==> src/hdl/pcitio_defines.svh <==
/*
 constants of the target i/o command handler: command codes, latency counts, buffer depth.
 assumes inclusion by bare name from every design file that needs them.
*/
`ifndef PCITIO_DEFINES_SVH
`define PCITIO_DEFINES_SVH
`define PCITIO_CMD_SPECIAL 4'h1
`define PCITIO_CMD_IO_RD   4'h2
`define PCITIO_CMD_IO_WR   4'h3
`define PCITIO_CMD_RSVD    4'h4
`define PCITIO_LAT_SHORT   6'h10
`define PCITIO_LAT_LONG    6'h20
`define PCITIO_FIFO_DEPTH  8
`endif

==> src/hdl/pcitio_pkg.sv <==
/*
 types of the target i/o command handler.
 assumes nothing beyond a sv-2012 compiler.
*/
package pcitio_pkg;
   typedef enum logic [0:0] {PCITIO_IDLE, PCITIO_WAIT} pcitio_state_type;
endpackage : pcitio_pkg

==> src/hdl/pcitio_target.sv <==
/*
 target i/o command handler: decides retry, wait or disconnect-with-data for
 i/o read and write, holds one delayed read and one delayed write, feeds the
 application through a read fifo and a write fifo; also encodes master i/o commands.
 assumes the bus side presents one decoded address phase at a time and takes answers.
*/
`timescale 1ns/1ps
`include "pcitio_defines.svh"
module pcitio_target #(
   parameter int FIFO_DEPTH = `PCITIO_FIFO_DEPTH
) (
   input  wire logic        core_clk_in,        // clock
   input  wire logic        rst_in,             // sync reset
   input  wire logic        dt_sel_in,          // 0 delayed, 1 nondelayed while rd_burst_pend_n_in is low
   input  wire logic        rd_burst_pend_n_in, // read burst pending, active low
   input  wire logic        lat32_sel_in,       // 1: 32-clock latency
   input  wire logic        req_valid_in,       // address phase
   output logic             req_ready_out,      // phase taken
   input  wire logic [3:0]  req_cmd_in,         // bus command
   input  wire logic [31:0] req_addr_in,        // address
   input  wire logic [3:0]  req_be_n_in,        // byte enables
   input  wire logic [31:0] req_wdata_in,       // write data
   input  wire logic        req_burst_in,       // master wants more phases
   output logic             resp_valid_out,     // answer pulse
   output logic             resp_retry_out,     // retry
   output logic             resp_disc_out,      // disconnect with data
   output logic             resp_wait_out,      // inserting wait states
   output logic [31:0]      resp_rdata_out,     // read data
   output logic             app_rd_req_out,     // read request pulse
   output logic [31:0]      app_rd_addr_out,    // stored read address
   output logic [3:0]       app_rd_be_n_out,    // stored read byte enables
   input  wire logic        app_rd_valid_in,    // read data push
   output logic             app_rd_ready_out,   // read fifo not full
   input  wire logic [31:0] app_rd_data_in,     // read data
   output logic             app_wr_valid_out,   // write word ready
   input  wire logic        app_wr_ready_in,    // application takes word
   output logic [31:0]      app_wr_addr_out,    // write address
   output logic [3:0]       app_wr_be_n_out,    // write byte enables
   output logic [31:0]      app_wr_data_out,    // write data
   input  wire logic        mst_req_in,         // master i/o request
   input  wire logic        mst_write_in,       // 1 write, 0 read
   input  wire logic        mst_burst_in,       // burst request
   output logic [3:0]       mst_cmd_out,        // command to drive
   output logic             mst_burst_out       // burst to drive
);
   pcitio_pkg::pcitio_state_type state_reg, state_next;
   logic        rd_held_reg, rd_held_next;
   logic [31:0] rd_addr_reg, rd_addr_next;
   logic [3:0]  rd_be_reg, rd_be_next;
   logic        wr_held_reg, wr_held_next;
   logic [31:0] wr_addr_reg, wr_addr_next;
   logic [3:0]  wr_be_reg, wr_be_next;
   logic [31:0] wr_data_reg, wr_data_next;
   logic        rv_reg, rv_next;
   logic        retry_reg, retry_next;
   logic        disc_reg, disc_next;
   logic [31:0] rdata_reg, rdata_next;
   logic        appreq_reg, appreq_next;
   logic        rf_pop, wf_push, tmr_start;
   logic        rf_valid, wf_ready, wf_valid, lat_expired;
   logic [31:0] rf_data;
   logic [67:0] wf_data;

   // decode of the address phase
   wire take     = req_valid_in && req_ready_out;
   wire is_rd    = req_cmd_in == `PCITIO_CMD_IO_RD;
   wire is_wr    = req_cmd_in == `PCITIO_CMD_IO_WR;
   // special, reserved and anything else stay unclaimed
   wire is_io    = is_rd || is_wr;
   // burst pending high in nondelayed select is taken as delayed: the safe reading
   wire delayed  = !dt_sel_in || rd_burst_pend_n_in;
   wire wr_block = wr_held_reg && wf_valid;
   wire rd_match = rd_held_reg && req_addr_in == rd_addr_reg && req_be_n_in == rd_be_reg;
   wire wr_match = wr_held_reg && req_addr_in == wr_addr_reg && req_be_n_in == wr_be_reg
                   && req_wdata_in == wr_data_reg;
   wire waiting  = state_reg == pcitio_pkg::PCITIO_WAIT;

   assign req_ready_out   = state_reg == pcitio_pkg::PCITIO_IDLE;
   assign resp_valid_out  = rv_reg;
   assign resp_retry_out  = retry_reg;
   assign resp_disc_out   = disc_reg;
   assign resp_rdata_out  = rdata_reg;
   assign resp_wait_out   = waiting;
   assign app_rd_req_out  = appreq_reg;
   assign app_rd_addr_out = rd_addr_reg;
   assign app_rd_be_n_out = rd_be_reg;
   assign app_wr_addr_out = wf_data[67:36];
   assign app_wr_be_n_out = wf_data[35:32];
   assign app_wr_data_out = wf_data[31:0];

   always_comb begin
      state_next   = state_reg;
      rd_held_next = rd_held_reg;
      rd_addr_next = rd_addr_reg;
      rd_be_next   = rd_be_reg;
      wr_held_next = wr_held_reg;
      wr_addr_next = wr_addr_reg;
      wr_be_next   = wr_be_reg;
      wr_data_next = wr_data_reg;
      rv_next      = 1'b0;
      retry_next   = 1'b0;
      disc_next    = 1'b0;
      rdata_next   = rdata_reg;
      appreq_next  = 1'b0;
      rf_pop       = 1'b0;
      wf_push      = 1'b0;
      tmr_start    = 1'b0;
      case (state_reg)
         pcitio_pkg::PCITIO_IDLE: begin
            // every answer is retry or one phase then disconnect
            if (take && is_io) begin
               rv_next = 1'b1;
               if (wr_block) begin
                  retry_next = 1'b1;
               end else if (is_rd && rd_held_reg) begin
                  if (rf_valid && rd_match) begin
                     disc_next    = 1'b1;
                     rdata_next   = rf_data;
                     rf_pop       = 1'b1;
                     rd_held_next = 1'b0;
                  end else begin
                     retry_next = 1'b1;
                  end
               end else if (is_rd) begin
                  rd_addr_next = req_addr_in;
                  rd_be_next   = req_be_n_in;
                  appreq_next  = 1'b1;
                  if (delayed) begin
                     retry_next   = 1'b1;
                     rd_held_next = 1'b1;
                  end else begin
                     rv_next    = 1'b0;
                     tmr_start  = 1'b1;
                     state_next = pcitio_pkg::PCITIO_WAIT;
                  end
               end else if (wr_held_reg) begin
                  if (wr_match) begin
                     disc_next    = 1'b1;
                     wr_held_next = 1'b0;
                  end else begin
                     retry_next = 1'b1;
                  end
               end else if (!wf_ready) begin
                  retry_next = 1'b1;
               end else begin
                  wf_push = 1'b1;
                  if (delayed) begin
                     retry_next   = 1'b1;
                     wr_held_next = 1'b1;
                     wr_addr_next = req_addr_in;
                     wr_be_next   = req_be_n_in;
                     wr_data_next = req_wdata_in;
                  end else begin
                     disc_next = 1'b1;
                  end
               end
            end
         end
         pcitio_pkg::PCITIO_WAIT: begin
            if (rf_valid) begin
               rv_next    = 1'b1;
               disc_next  = 1'b1;
               rdata_next = rf_data;
               rf_pop     = 1'b1;
               state_next = pcitio_pkg::PCITIO_IDLE;
            end else if (lat_expired) begin
               // address stays in rd_addr_reg, late data stays in the fifo
               rv_next      = 1'b1;
               retry_next   = 1'b1;
               rd_held_next = 1'b1;
               state_next   = pcitio_pkg::PCITIO_IDLE;
            end
         end
         default: state_next = pcitio_pkg::PCITIO_IDLE;
      endcase
   end

   always_ff @(posedge core_clk_in) begin
      if (rst_in) begin
         state_reg   <= pcitio_pkg::PCITIO_IDLE;
         rd_held_reg <= 1'b0;
         wr_held_reg <= 1'b0;
         rv_reg      <= 1'b0;
         retry_reg   <= 1'b0;
         disc_reg    <= 1'b0;
         appreq_reg  <= 1'b0;
      end else begin
         state_reg   <= state_next;
         rd_held_reg <= rd_held_next;
         wr_held_reg <= wr_held_next;
         rv_reg      <= rv_next;
         retry_reg   <= retry_next;
         disc_reg    <= disc_next;
         appreq_reg  <= appreq_next;
      end
   end

   always_ff @(posedge core_clk_in) begin
      if (rst_in) begin
         rd_addr_reg <= '0;
         rd_be_reg   <= '0;
         wr_addr_reg <= '0;
         wr_be_reg   <= '0;
         wr_data_reg <= '0;
         rdata_reg   <= '0;
      end else begin
         rd_addr_reg <= rd_addr_next;
         rd_be_reg   <= rd_be_next;
         wr_addr_reg <= wr_addr_next;
         wr_be_reg   <= wr_be_next;
         wr_data_reg <= wr_data_next;
         rdata_reg   <= rdata_next;
      end
   end

   // master command encoder, registered
   always_ff @(posedge core_clk_in) begin
      if (rst_in) begin
         mst_cmd_out   <= '0;
         mst_burst_out <= 1'b0;
      end else if (mst_req_in) begin
         mst_cmd_out   <= mst_write_in ? `PCITIO_CMD_IO_WR : `PCITIO_CMD_IO_RD;
         mst_burst_out <= mst_burst_in;
      end
   end

   pcitio_fifo #(.WIDTH(32), .DEPTH(FIFO_DEPTH)) u_rd_fifo (
      .core_clk_in  (core_clk_in),
      .rst_in       (rst_in),
      .in_valid_in  (app_rd_valid_in),
      .in_ready_out (app_rd_ready_out),
      .in_data_in   (app_rd_data_in),
      .out_valid_out(rf_valid),
      .out_ready_in (rf_pop),
      .out_data_out (rf_data)
   );

   // posted writes carry address and byte enables so back-to-back posts stay apart
   pcitio_fifo #(.WIDTH(68), .DEPTH(FIFO_DEPTH)) u_wr_fifo (
      .core_clk_in  (core_clk_in),
      .rst_in       (rst_in),
      .in_valid_in  (wf_push),
      .in_ready_out (wf_ready),
      .in_data_in   ({req_addr_in, req_be_n_in, req_wdata_in}),
      .out_valid_out(wf_valid),
      .out_ready_in (app_wr_ready_in),
      .out_data_out (wf_data)
   );
   assign app_wr_valid_out = wf_valid;

   pcitio_lat_timer u_lat (
      .core_clk_in(core_clk_in),
      .rst_in     (rst_in),
      .start_in   (tmr_start),
      .run_in     (waiting),
      .lat32_in   (lat32_sel_in),
      .expired_out(lat_expired)
   );
endmodule : pcitio_target

==> src/hdl/pcitio_fifo.sv <==
/*
 synchronous fifo, valid/ready on both sides, register storage.
 assumes one clock and a synchronous active-high reset; depth a power of two.
*/
`timescale 1ns/1ps
module pcitio_fifo #(
   parameter int WIDTH = 32,
   parameter int DEPTH = 8
) (
   input  wire logic             core_clk_in,  // clock
   input  wire logic             rst_in,       // sync reset
   input  wire logic             in_valid_in,  // push request
   output logic                  in_ready_out, // not full
   input  wire logic [WIDTH-1:0] in_data_in,   // push data
   output logic                  out_valid_out,// not empty
   input  wire logic             out_ready_in, // pop
   output logic      [WIDTH-1:0] out_data_out  // head word
);
   localparam int AW = $clog2(DEPTH);
   logic [WIDTH-1:0] mem_reg [DEPTH];
   logic [AW:0]      wr_ptr_reg;
   logic [AW:0]      rd_ptr_reg;
   wire              push = in_valid_in && in_ready_out;
   wire              pop  = out_valid_out && out_ready_in;
   assign in_ready_out  = (wr_ptr_reg - rd_ptr_reg) != (AW+1)'(DEPTH);
   assign out_valid_out = wr_ptr_reg != rd_ptr_reg;
   assign out_data_out  = mem_reg[rd_ptr_reg[AW-1:0]];
   always_ff @(posedge core_clk_in) begin
      if (rst_in) begin
         wr_ptr_reg <= '0;
         rd_ptr_reg <= '0;
      end else begin
         if (push) wr_ptr_reg <= wr_ptr_reg + 1'b1;
         if (pop) rd_ptr_reg <= rd_ptr_reg + 1'b1;
      end
   end
   always_ff @(posedge core_clk_in) begin
      if (push) mem_reg[wr_ptr_reg[AW-1:0]] <= in_data_in;
   end
endmodule : pcitio_fifo

==> src/hdl/pcitio_lat_timer.sv <==
/*
 initial latency timer for nondelayed reads; expires after 16 or 32 clocks.
 assumes start is a one-cycle pulse and run stays high while waiting.
*/
`timescale 1ns/1ps
`include "pcitio_defines.svh"
module pcitio_lat_timer (
   input  wire logic core_clk_in, // clock
   input  wire logic rst_in,      // sync reset
   input  wire logic start_in,    // begin a wait
   input  wire logic run_in,      // waiting
   input  wire logic lat32_in,    // 1: long count
   output logic      expired_out  // last wait state
);
   logic [5:0] count_reg;
   wire  [5:0] limit = lat32_in ? `PCITIO_LAT_LONG : `PCITIO_LAT_SHORT;
   assign expired_out = run_in && (count_reg == limit - 6'h01);
   always_ff @(posedge core_clk_in) begin
      if (rst_in || start_in) count_reg <= '0;
      else if (run_in && !expired_out) count_reg <= count_reg + 6'h01;
   end
endmodule : pcitio_lat_timer

==> config.mk <==
export PLATFORM = sky130hd
export DESIGN_NAME = pcitio_target
export DESIGN_NICKNAME = d
export VERILOG_FILES = /design/src/hdl/pcitio_pkg.sv /design/src/hdl/pcitio_target.sv /design/src/hdl/pcitio_fifo.sv /design/src/hdl/pcitio_lat_timer.sv
export VERILOG_INCLUDE_DIRS = /design/src /design/src/hdl
export SDC_FILE = /design/constraint.sdc
export NUM_CORES = 1
export LEC_CHECK = 0
export ABC_AREA = 1
export ABC_CLOCK_PERIOD_IN_PS = 6500
export BUFFER_PORTS_ARGS = -buffer_cell sky130_fd_sc_hd__buf_2
export CORE_MARGIN = 4
export CORE_UTILIZATION = 54
export DETAILED_ROUTE_END_ITERATION = 8
export PLACE_DENSITY = 0.75
export SETUP_SLACK_MARGIN = 0.02
export SYNTH_ARGS = -nofsm -noshare
export SYNTH_HDL_FRONTEND = slang
export SYNTH_SLANG_ARGS = --single-unit
==> constraint.sdc <==
create_clock -name core_clk_in -period 6.5 [get_ports core_clk_in]
set_input_delay 0.325 -clock core_clk_in [delete_from_list [all_inputs] [get_ports core_clk_in]]
set_output_delay 0.325 -clock core_clk_in [all_outputs]
set_load 0.1 [all_outputs]
; Word-level counts from Yosys, hierarchy flattened
; Memories as Yosys holds them, arrays and structs flattened. A register that Yosys moved wholly into a read port is not among the register bits.
; Cells that the tools add are included.
[totals]
regBits = 170
ramBits = 800
in_bits = 116
output_inout_bits = 149
wordCells = 161
n_memories = 2
[memory_table]
columns = memory, words, word_bits, read_ports, rd_clocked_by_memory_dff, write_ports, line
row1 = u_wr_fifo.mem_reg, 8, 68, 1, 1, 1, pcitio_fifo.sv:20  ; logic [WIDTH-1:0] mem_reg [DEPTH];
row2 = u_rd_fifo.mem_reg, 8, 32, 1, 1, 1, pcitio_fifo.sv:20
[classes]
add_sub_neg = 8
n_eq_ne = 22
muxes = 76
bitwise_logic = 6
n_reduce_logical = 27
[ops]
columns = cell, n
row1 = two-way mux 32 bit, 5
row2 = == test 32 bit, 3
row3 = one-hot mux 32 bit (2 select lines), 1
row4 = two-way mux 1 bit, 59
row5 = adder 4 x 1 -> 4 bit (second input constant), 4
row6 = logical AND 1 bit, 16
row7 = AND reduction 5 bit, 3
row8 = two-way mux 3 bit, 4
row9 = one-hot mux 1 bit (2 select lines), 6
row10 = inequality test 2 x 1 -> 1 bit (second input constant), 5
row11 = == test 4 x 2 -> 1 bit (second input constant), 2
row12 = == test 4 bit, 2
row13 = inequality test 4 bit, 2
row14 = inequality test 4 bit (second input constant), 2
row15 = AND reduction 8 bit, 1
row16 = subtractor 4 bit, 2
row17 = AND reduction 7 bit, 1
row18 = adder 6 x 1 -> 6 bit (second input constant), 1
row19 = == test 6 bit, 1
row20 = two-way mux 6 bit, 1
row21 = inequality test 3 x 1 -> 1 bit (second input constant), 2
row22 = NOT 1 bit, 6
row23 = subtractor 6 x 1 -> 6 bit (second input constant), 1
row24 = OR reduction 5 bit, 1
row25 = other kinds (4), 8

; Logic depth before layout (Yosys ltp)
; Gate-level depths: netlist of run 1.
[depth]
depth_word = 12
mapped_depth = 16
depth_no_buf = 16

; By module
; A second synthesis of run 1 with hierarchy kept.
[unflattened]
hier_cells = 3470
hier_area_um2 = 39421.6
[by_module_without_submodules]
columns = mod, n_inst, cells_each, area_per_inst_um2, seq_area_each_um2
row1 = pcitio_fifo (u_wr_fifo), 1, 1636, 21664.5, 16555.9
row2 = pcitio_fifo (u_rd_fifo), 1, 824, 10568.9, 7907.6
row3 = pcitio_target, 1, 956, 6801.5, 2922.8
row4 = pcitio_lat_timer, 1, 54, 386.6, 120.1

; Least setup slack after synthesis of run 1
; OpenSTA, ideal clock, no wires.
[synth_path]
path_kind = reg-to-reg
from = register state_reg (netlist: resp_wait_out)
to = memory u_wr_fifo.mem_reg[4][0], enable pin
setup_ns = 0.578
t_arrival_ns = 6.656
required_time_ns = 5.922
path_slack_ns = -0.734
stages_incl_launch_ff = 8
path_buffers = 0
synth_period_minus_slack_ns = 7.234
path_cell_list = dfxtp_1 -> inv_2 -> nand3_1 -> nor3_1 -> nand2_1 -> inv_2 -> nand2_1 -> nor3_1
[synth_via]
elab_chain_cells = 8
[synth_lines]
columns = item, line
row1 = "start, declared", pcitio_target.sv:46  ; pcitio_pkg::pcitio_state_type state_reg, state_next;
row2 = "start signal, assigned", pcitio_target.sv:180  ; state_reg <= pcitio_pkg::PCITIO_IDLE;
row3 = "start signal, assigned", pcitio_target.sv:188  ; state_reg <= state_next;
row4 = NOT 1 bit (no source line), n/a
row5 = via req_ready_out, pcitio_target.sv:18  ; output logic req_ready_out,
row6 = logical AND 1 bit, pcitio_target.sv:65  ; wire take = req_valid_in && req_ready_out;
row7 = logical AND 1 bit, pcitio_target.sv:111  ; if (take && is_io) begin
row8 = two-way mux 1 bit, pcitio_target.sv:111
row9 = two-way mux 1 bit, pcitio_target.sv:108  ; case (state_reg)
row10 = logical AND 1 bit, pcitio_fifo.sv:23  ; wire push = in_valid_in && in_ready_out;
row11 = two-way mux 1 bit, pcitio_fifo.sv:38  ; if (push) mem_reg[wr_ptr_reg[AW-1:0]] <= in_data_in;
row12 = two-way mux 1 bit (implied by the code), pcitio_fifo.sv:38
row13 = "end, declared", pcitio_fifo.sv:20
; The timed path passes the listed nets, and every way through them passes these cells.

==> flow_metrics.env, run 1 <==
export IMPL_cts_tree="done"
export IMPL_regToRegSetupSlack_ps=2400
export IMPL_numCtsBuffers=98
export IMPL_dpl_worst_slack_ps=2300
export IMPL_detail_route_first_pass_iterations=5
export IMPL_path_class="flip-flop to output port"
export IMPL_drv_slew=0
export IMPL_hold_worst_slack_ps=42.3
export IMPL_outcome="complete, no violations"
export IMPL_num_rows=98
export IMPL_seq_power_share=0.451
export IMPL_synth_top_family_by_area="compound AO/OA/AOI/OAI gates"
export IMPL_fin_crit_sh=0.676
export IMPL_synth_top_cell_area_share=0.619
export IMPL_largest_reg_flops=544
export IMPL_synth_cell_area_um2=38800
export IMPL_grt_pass1_wl_um=147000
export IMPL_die_y_um=276
export IMPL_die_area_um2=76200
export IMPL_synth_simple_gate_area_frac=0.111
export IMPL_synth_mux_area_frac=0
export IMPL_crit_buf_inv=3
export IMPL_hold_path_depth=1
export IMPL_slowest_stage="inv_6"
export IMPL_p_sw_uw=4260
export IMPL_worst_slack_ps=2100
export IMPL_seqCellArea_um2=27500
export IMPL_internal_power_uw=11000
export IMPL_fmax_mhz=227
export IMPL_power_leakage_uw=0.0163
export IMPL_grt_util_all_layers=0.243
export IMPL_avgSynthCellArea_um2=11.5
export IMPL_worstReg2RegStart="u_wr_fifo.wr_ptr_reg[1]"
export IMPL_netSwitchingFraction=0.279
export IMPL_synth_top_area_cell="edfxtp_1"
export IMPL_core_area_um2=71400
export IMPL_crit_fanout=127
export IMPL_port_buffers=261
export IMPL_slew_headroom=0.211
export IMPL_fill_cells=5302
export IMPL_wl_per_cell_um=20.4
export IMPL_ys_seq_elements=974
export IMPL_ctsResizeCount=0
export IMPL_drc=0
export IMPL_cts_sinks=974
export IMPL_final_antenna_net_count=0
export IMPL_clk_pin_slew_ps=70
export IMPL_root_buffer="clkbuf_16"
export IMPL_maxCapViolations=0
export IMPL_area_delta_synth_final_pct=16.8
export IMPL_hold_path_startpoint="req_addr_in[5]"
export IMPL_hold_end="u_wr_fifo.mem_reg[4][41]"
export IMPL_place_gp_congestion=0.796
export IMPL_ir_worst_vdd_v=0.000268
export IMPL_clkPwrFrac=0.403
export IMPL_rr_worst_depth=14
export IMPL_seq_area_frac_synth=0.709
export IMPL_syn_instance_count=3363
export IMPL_multi_input_area_um2=9980
export IMPL_endpoint_kind="output port"
export IMPL_num_io_pins=265
export IMPL_worst_setup_path_start_kind="flip-flop"
export IMPL_initial_utilization=0.544
export IMPL_routed_wl_um=95500
export IMPL_path_cells="inv_6 > buf_4 > o21ai_0 > o22ai_1 > nor2_1 > a31oi_1 > buf_2"
export IMPL_mostFrequentLayoutCell="edfxtp_1"
export IMPL_drive_gt1_frac=0.148
export IMPL_grt_max_degree=189
export IMPL_p_per_area_nw_per_um2=337
export IMPL_crit_arrival_ps=4070
export IMPL_synth_cell_types=38
export IMPL_fin_nets=3762
export IMPL_dp_hpwl_um=51200
export IMPL_synth_xor_area_share=0.0124
export IMPL_clk_path_buf_depth=3
export IMPL_fin_skew_ps=52.6
export IMPL_synth_compound_area_share=0.127
export IMPL_first_iter_violations=2557
export IMPL_die_w_um=276
export IMPL_cpPeakStageDelay_ps=720
export IMPL_rsz0062_at_grt="no"
export IMPL_finalSetupViolations=0
export IMPL_synthAdderAreaFrac=0.00355
export IMPL_layout_common_cells="800 x edfxtp_1, 592 x nor2_1, 399 x nand2_1, 334 x o21ai_0, 260 x buf_2"
export IMPL_hold_viol=0
export IMPL_pwr_share_comb=0.146
export IMPL_period_needed_ps=4400
export IMPL_viasPerCell=5.71
export IMPL_hp_class="primary input to flip-flop"
export IMPL_grt_ovfl_total=0
export IMPL_r2r_end="u_wr_fifo.mem_reg[0][12]"
export IMPL_synth_area_top_cells="edfxtp_1 62%, dfxtp_1 9.0%, nor2_1 5.8%"
export IMPL_antenna_found_initial=3
export IMPL_htree_levels=3
export IMPL_worst_ep_required_time_ps=6170
export IMPL_clk_latency_ps=660
export IMPL_vias=26700
export IMPL_worst_pin_slew_ps=1180
export IMPL_grt_pass1_vias=25400
export IMPL_yosysWarnings=0
export IMPL_crit_family="buffers and inverters"
cell families after synthesis:
logic type      Yosys count
compound gates          852
xor+xnor                 54
fa+ha+maj                11
buf+inv                 369
flops                   974
other cells               1
simple gates           1102
repair_timing:
item | 4_1_cts | 5_1_grt
hold endpoints to repair | 550 | 0
hold buffers | 75 | 0
buffers inserted | 0 | 0
power by group through the flow:
stage | clock network, uW | registers, uW | logic, uW
2_1_floorplan | 0 | 7030 | 1660
3_3_place_gp | 0 | 7020 | 2170
3_5_place_dp | 0 | 7020 | 2190
4_1_cts | 6230 | 6890 | 2240
5_1_grt | 6510 | 6890 | 2380
6_report | 6150 | 6890 | 2230
worst max-delay path by stage:
stage               cells past startpoint                  endpoint               startpoint
floorplan                               7   u_wr_fifo.mem_reg[4][0]            resp_wait_out
global placement                       14  u_wr_fifo.mem_reg[0][16]  u_wr_fifo.wr_ptr_reg[1]
detailed placement                     14  u_wr_fifo.mem_reg[0][16]  u_wr_fifo.wr_ptr_reg[1]
CTS                                     7        app_wr_addr_out[9]                flip-flop
global route                            7        app_wr_addr_out[9]                flip-flop
finish                                  7        app_wr_addr_out[9]                flip-flop
synth_stat cells (all sizes together):
master / count
dfxtp: 174
buf: 39
nand4: 11
xor2: 47
nor3: 17
o21ai: 354
ha: 11
or2: 8
conb: 1
a21oi: 257
inv: 166
a31oi: 69
clkinv: 1
xnor2: 7
nand3b: 1
nand2: 400
o22ai: 68
o31ai: 1
nor2: 602
o21bai: 2
clkbuf: 163
and3: 3
nor4: 1
nand3: 59
a211oi: 37
a221oi: 64
edfxtp: 800
layer usage:
layer / vias to the layer above / GRT usage / share of wire
met5: - / 0 / 0.00014
met4: 2 / 0.0717 / 0.025
met3: 183 / 0.0435 / 0.076
met2: 1078 / 0.414 / 0.50
met1: 12900 / 0.323 / 0.40
li1: 12500 / - / -
cell type report:
class	count	share of cell area
Multi-Input combinational cell	2021	0.220
Timing Repair Buffer	373	0.0524
Inverter	167	0.0141
Sequential cell	974	0.607
Antenna cell	5	0.000276
Tap cell	950	0.0262
Clock inverter	53	0.0168
Clock buffer	132	0.0632
stage by stage:
step / instances / util / area [um^2] / total power [uW] / setup TNS (ps)
5_1_grt: 4671 / 0.635 / 45300 / 15800 / 0
3_3_place_gp: 4410 / 0.574 / 40900 / 9180 / 0
6_report: 4675 / 0.635 / 45300 / 15300 / 0
4_1_cts: 4670 / 0.635 / 45300 / 15400 / 0
2_1_floorplan: 3364 / - / 38800 / 8690 / -149580
3_5_place_dp: 4410 / 0.574 / 40900 / 9210 / 0
Note: power is estimated with default switching activity, not from simulation.
==> inputs of run 2 (changes only) <==
- ABC_AREA: 1 -> 0
- ABC_CLOCK_PERIOD_IN_PS: 6500 -> 3800
- clock period: 6.5 -> 3.8 ns (I/O delays scaled with it)
==> run 2 against run 1 <==
Critical path depth grew 2. Clock skew shrank 22 ps. Non-clock buffer count grew 53. Synthesized area shrank 2.5%. Final cell count shrank 24%. Design area shrank 0.44%.
==> flow_metrics.env, run 2 <==
export IMPL_crit_arrival_ps=3910
export IMPL_async_flop_share=0
export IMPL_ctsResizeCount=0
export IMPL_ys_flop_type="edfxtp_1"
export IMPL_drv_slew=0
export IMPL_die_y_um=273
export IMPL_ir_worst_vdd_v=0.000465
export IMPL_clk_pin_slew_ps=60
export IMPL_initial_utilization=0.548
export IMPL_largest_reg_flops=544
export IMPL_endpoint_kind="flip-flop"
export IMPL_mostFrequentLayoutCell="edfxtp_1"
export IMPL_fin_skew_ps=31.0
export IMPL_power_leakage_uw=0.0145
export IMPL_num_rows=96
export IMPL_finalSetupViolations=0
export IMPL_clk_path_buf_depth=3
export IMPL_viasPerCell=5.88
export IMPL_area_delta_synth_final_pct=19.2
export IMPL_yosysWarnings=0
export IMPL_period_needed_ps=3580
export IMPL_hold_viol=0
export IMPL_slew_headroom=0.239
export IMPL_drc=0
export IMPL_routed_wl_um=89300
export IMPL_cts_sinks=974
export IMPL_seq_area_frac_synth=0.727
export IMPL_grt_util_all_layers=0.240
export IMPL_path_class="flip-flop to flip-flop"
export IMPL_seq_power_share=0.520
export IMPL_p_per_area_nw_per_um2=496
export IMPL_rsz0062_at_grt="no"
export IMPL_detail_route_first_pass_iterations=6
export IMPL_die_w_um=273
export IMPL_dp_hpwl_um=53000
export IMPL_core_area_um2=69100
export IMPL_grt_pass1_vias=21600
export IMPL_wl_per_cell_um=25.0
export IMPL_fin_nets=2677
export IMPL_clk_latency_ps=650
export IMPL_pwr_share_comb=0.047
export IMPL_final_antenna_net_count=0
export IMPL_maxCapViolations=0
export IMPL_synth_cell_types=52
export IMPL_fin_crit_sh=0.942
export IMPL_numCtsBuffers=96
export IMPL_drive_gt1_frac=0.294
export IMPL_crit_fanout=17
export IMPL_vias=21000
export IMPL_worst_ep_required_time_ps=4130
export IMPL_worst_setup_path_start_kind="flip-flop"
export IMPL_hp_class="primary input to flip-flop"
export IMPL_layout_common_cells="800 x edfxtp_1, 260 x buf_2, 220 x nand2_1, 200 x mux4_2, 167 x dfxtp_1"
export IMPL_first_iter_violations=1959
export IMPL_internal_power_uw=17700
export IMPL_netSwitchingFraction=0.210
export IMPL_clkPwrFrac=0.433
export IMPL_cts_tree="done"
export IMPL_synth_area_top_cells="edfxtp_1 63%, mux4_2 12%, dfxtp_1 9.2%"
export IMPL_synth_cell_area_um2=37900
export IMPL_fill_cells=4596
export IMPL_ys_seq_elements=974
export IMPL_yosysMostFrequentCell="edfxtp_1"
export IMPL_synth_common_cells="800 x edfxtp_1, 224 x nand2_1, 200 x mux4_2"
export IMPL_worst_slack_ps=219
export IMPL_avgSynthCellArea_um2=17.7
export IMPL_synth_top_area_cell="edfxtp_1"
export IMPL_htree_levels=3
export IMPL_synth_enable_flop_cells=800
export IMPL_grt_max_degree=113
export IMPL_synth_top_cell_area_share=0.635
export IMPL_syn_instance_count=2142
export IMPL_dpl_worst_slack_ps=275
export IMPL_root_buffer="clkbuf_16"
export IMPL_power_total_uw=22400
export IMPL_antenna_found_initial=7
export IMPL_worst_pin_slew_ps=1140
export IMPL_port_buffers=261
export IMPL_p_sw_uw=4720
export IMPL_outcome="complete, no violations"
export IMPL_num_io_pins=265
export IMPL_place_gp_congestion=0.818
export IMPL_die_area_um2=74400
export IMPL_grt_pass1_wl_um=135000
export IMPL_fmax_mhz=279
export IMPL_grt_ovfl_total=0
[run 2: cell types whose count changed after synthesis, sizes merged, moves of 37 or more]
cell,before,now
nor2,602,36
o21ai,354,8
mux4,0,200
nand2,400,224
inv,166,15
a21oi,257,152
xnor2,7,106
clkbuf,163,77
mux2,0,72
a31oi,69,0
o22ai,68,1
a221oi,64,0
a211oi,37,0
xor2,47,10
[run 2: cell families after synthesis]
logic type	synth area share
DFF	0.727
xor gates and xnor gates	0.0270
adders and majority gates	0.00364
and+or+nand+nor	0.0464
buffers and inverters	0.0145
other	0.0000991
muxes	0.150
AOI/OAI and AO/OA	0.0317
[run 2: path summary, 6_finish.rpt]
kind | slack, ps | depth (start not counted) | start | to
worst min register to register | 470 | 2 | resp_rdata_out[11] | resp_rdata_out[11]
worst max-delay path | 220 | 9 | u_rd_fifo.wr_ptr_reg[1] | u_rd_fifo.mem_reg[3][29]
worst max register to register | 220 | 9 | u_rd_fifo.wr_ptr_reg[1] | u_rd_fifo.mem_reg[3][29]
worst min-delay path | 40 | 2 | req_addr_in[14] | u_wr_fifo.mem_reg[0][50]
[run 2: final cells by class]
type,count,area (um^2),share of cell area
Antenna cell,4,10.0,0.000222
Inverter,15,61.3,0.00136
Tap cell,931,1160,0.0258
Clock inverter,52,619,0.0137
Clock buffer,129,2670,0.0591
Timing Repair Buffer,426,3140,0.0696
Multi-Input combinational cell,1037,9950,0.220
Sequential cell,974,27500,0.610
[run 2: routing by layer]
layer,routed length (um),share of wire,up-vias,global-route usage
li1,-,-,9179,-
met1,33700,0.38,10800,0.310
met2,45500,0.51,866,0.406
met3,7800,0.087,155,0.0652
met4,2330,0.026,10,0.0679
met5,69,0.00077,-,0
[run 2: power groups by stage]
stage / registers, uW / logic [uW] / clock network, uW
after global placement: 11900 / 925 / 0
after global routing: 11700 / 1120 / 10300
after CTS: 11700 / 1050 / 9850
after detailed placement: 11900 / 951 / 0
after floorplan: 11900 / 529 / 0
final: 11700 / 1050 / 9700
[run 2: critical path, stage by stage, from the launching register on]
cell and delay (ps):
dfxtp_1 560, ha_1 340, nor2b_1 170, o21ai_0 160, a21oi_1 90, o211a_1 320, inv_1 160, nand3_1 230
nor2_2 940, buf_12 260
[run 2: repair_timing]
action	in CTS	in global routing
buffers inserted	0	0
endpoints found under the hold margin	901	0
hold buffers	111	0
[run 2: stage by stage]
stage                util  TNS (ps)  cells  cell area, um^2  hold slack [ps]
detailed placement  0.590         0   3272            40700              452
floorplan               -   -178280   2143            38000              289
global placement    0.590         0   3272            40700              427
global route        0.653         0   3564            45100             28.5
CTS                 0.653         0   3564            45100            0.571
finish              0.654         0   3568            45100             40.8
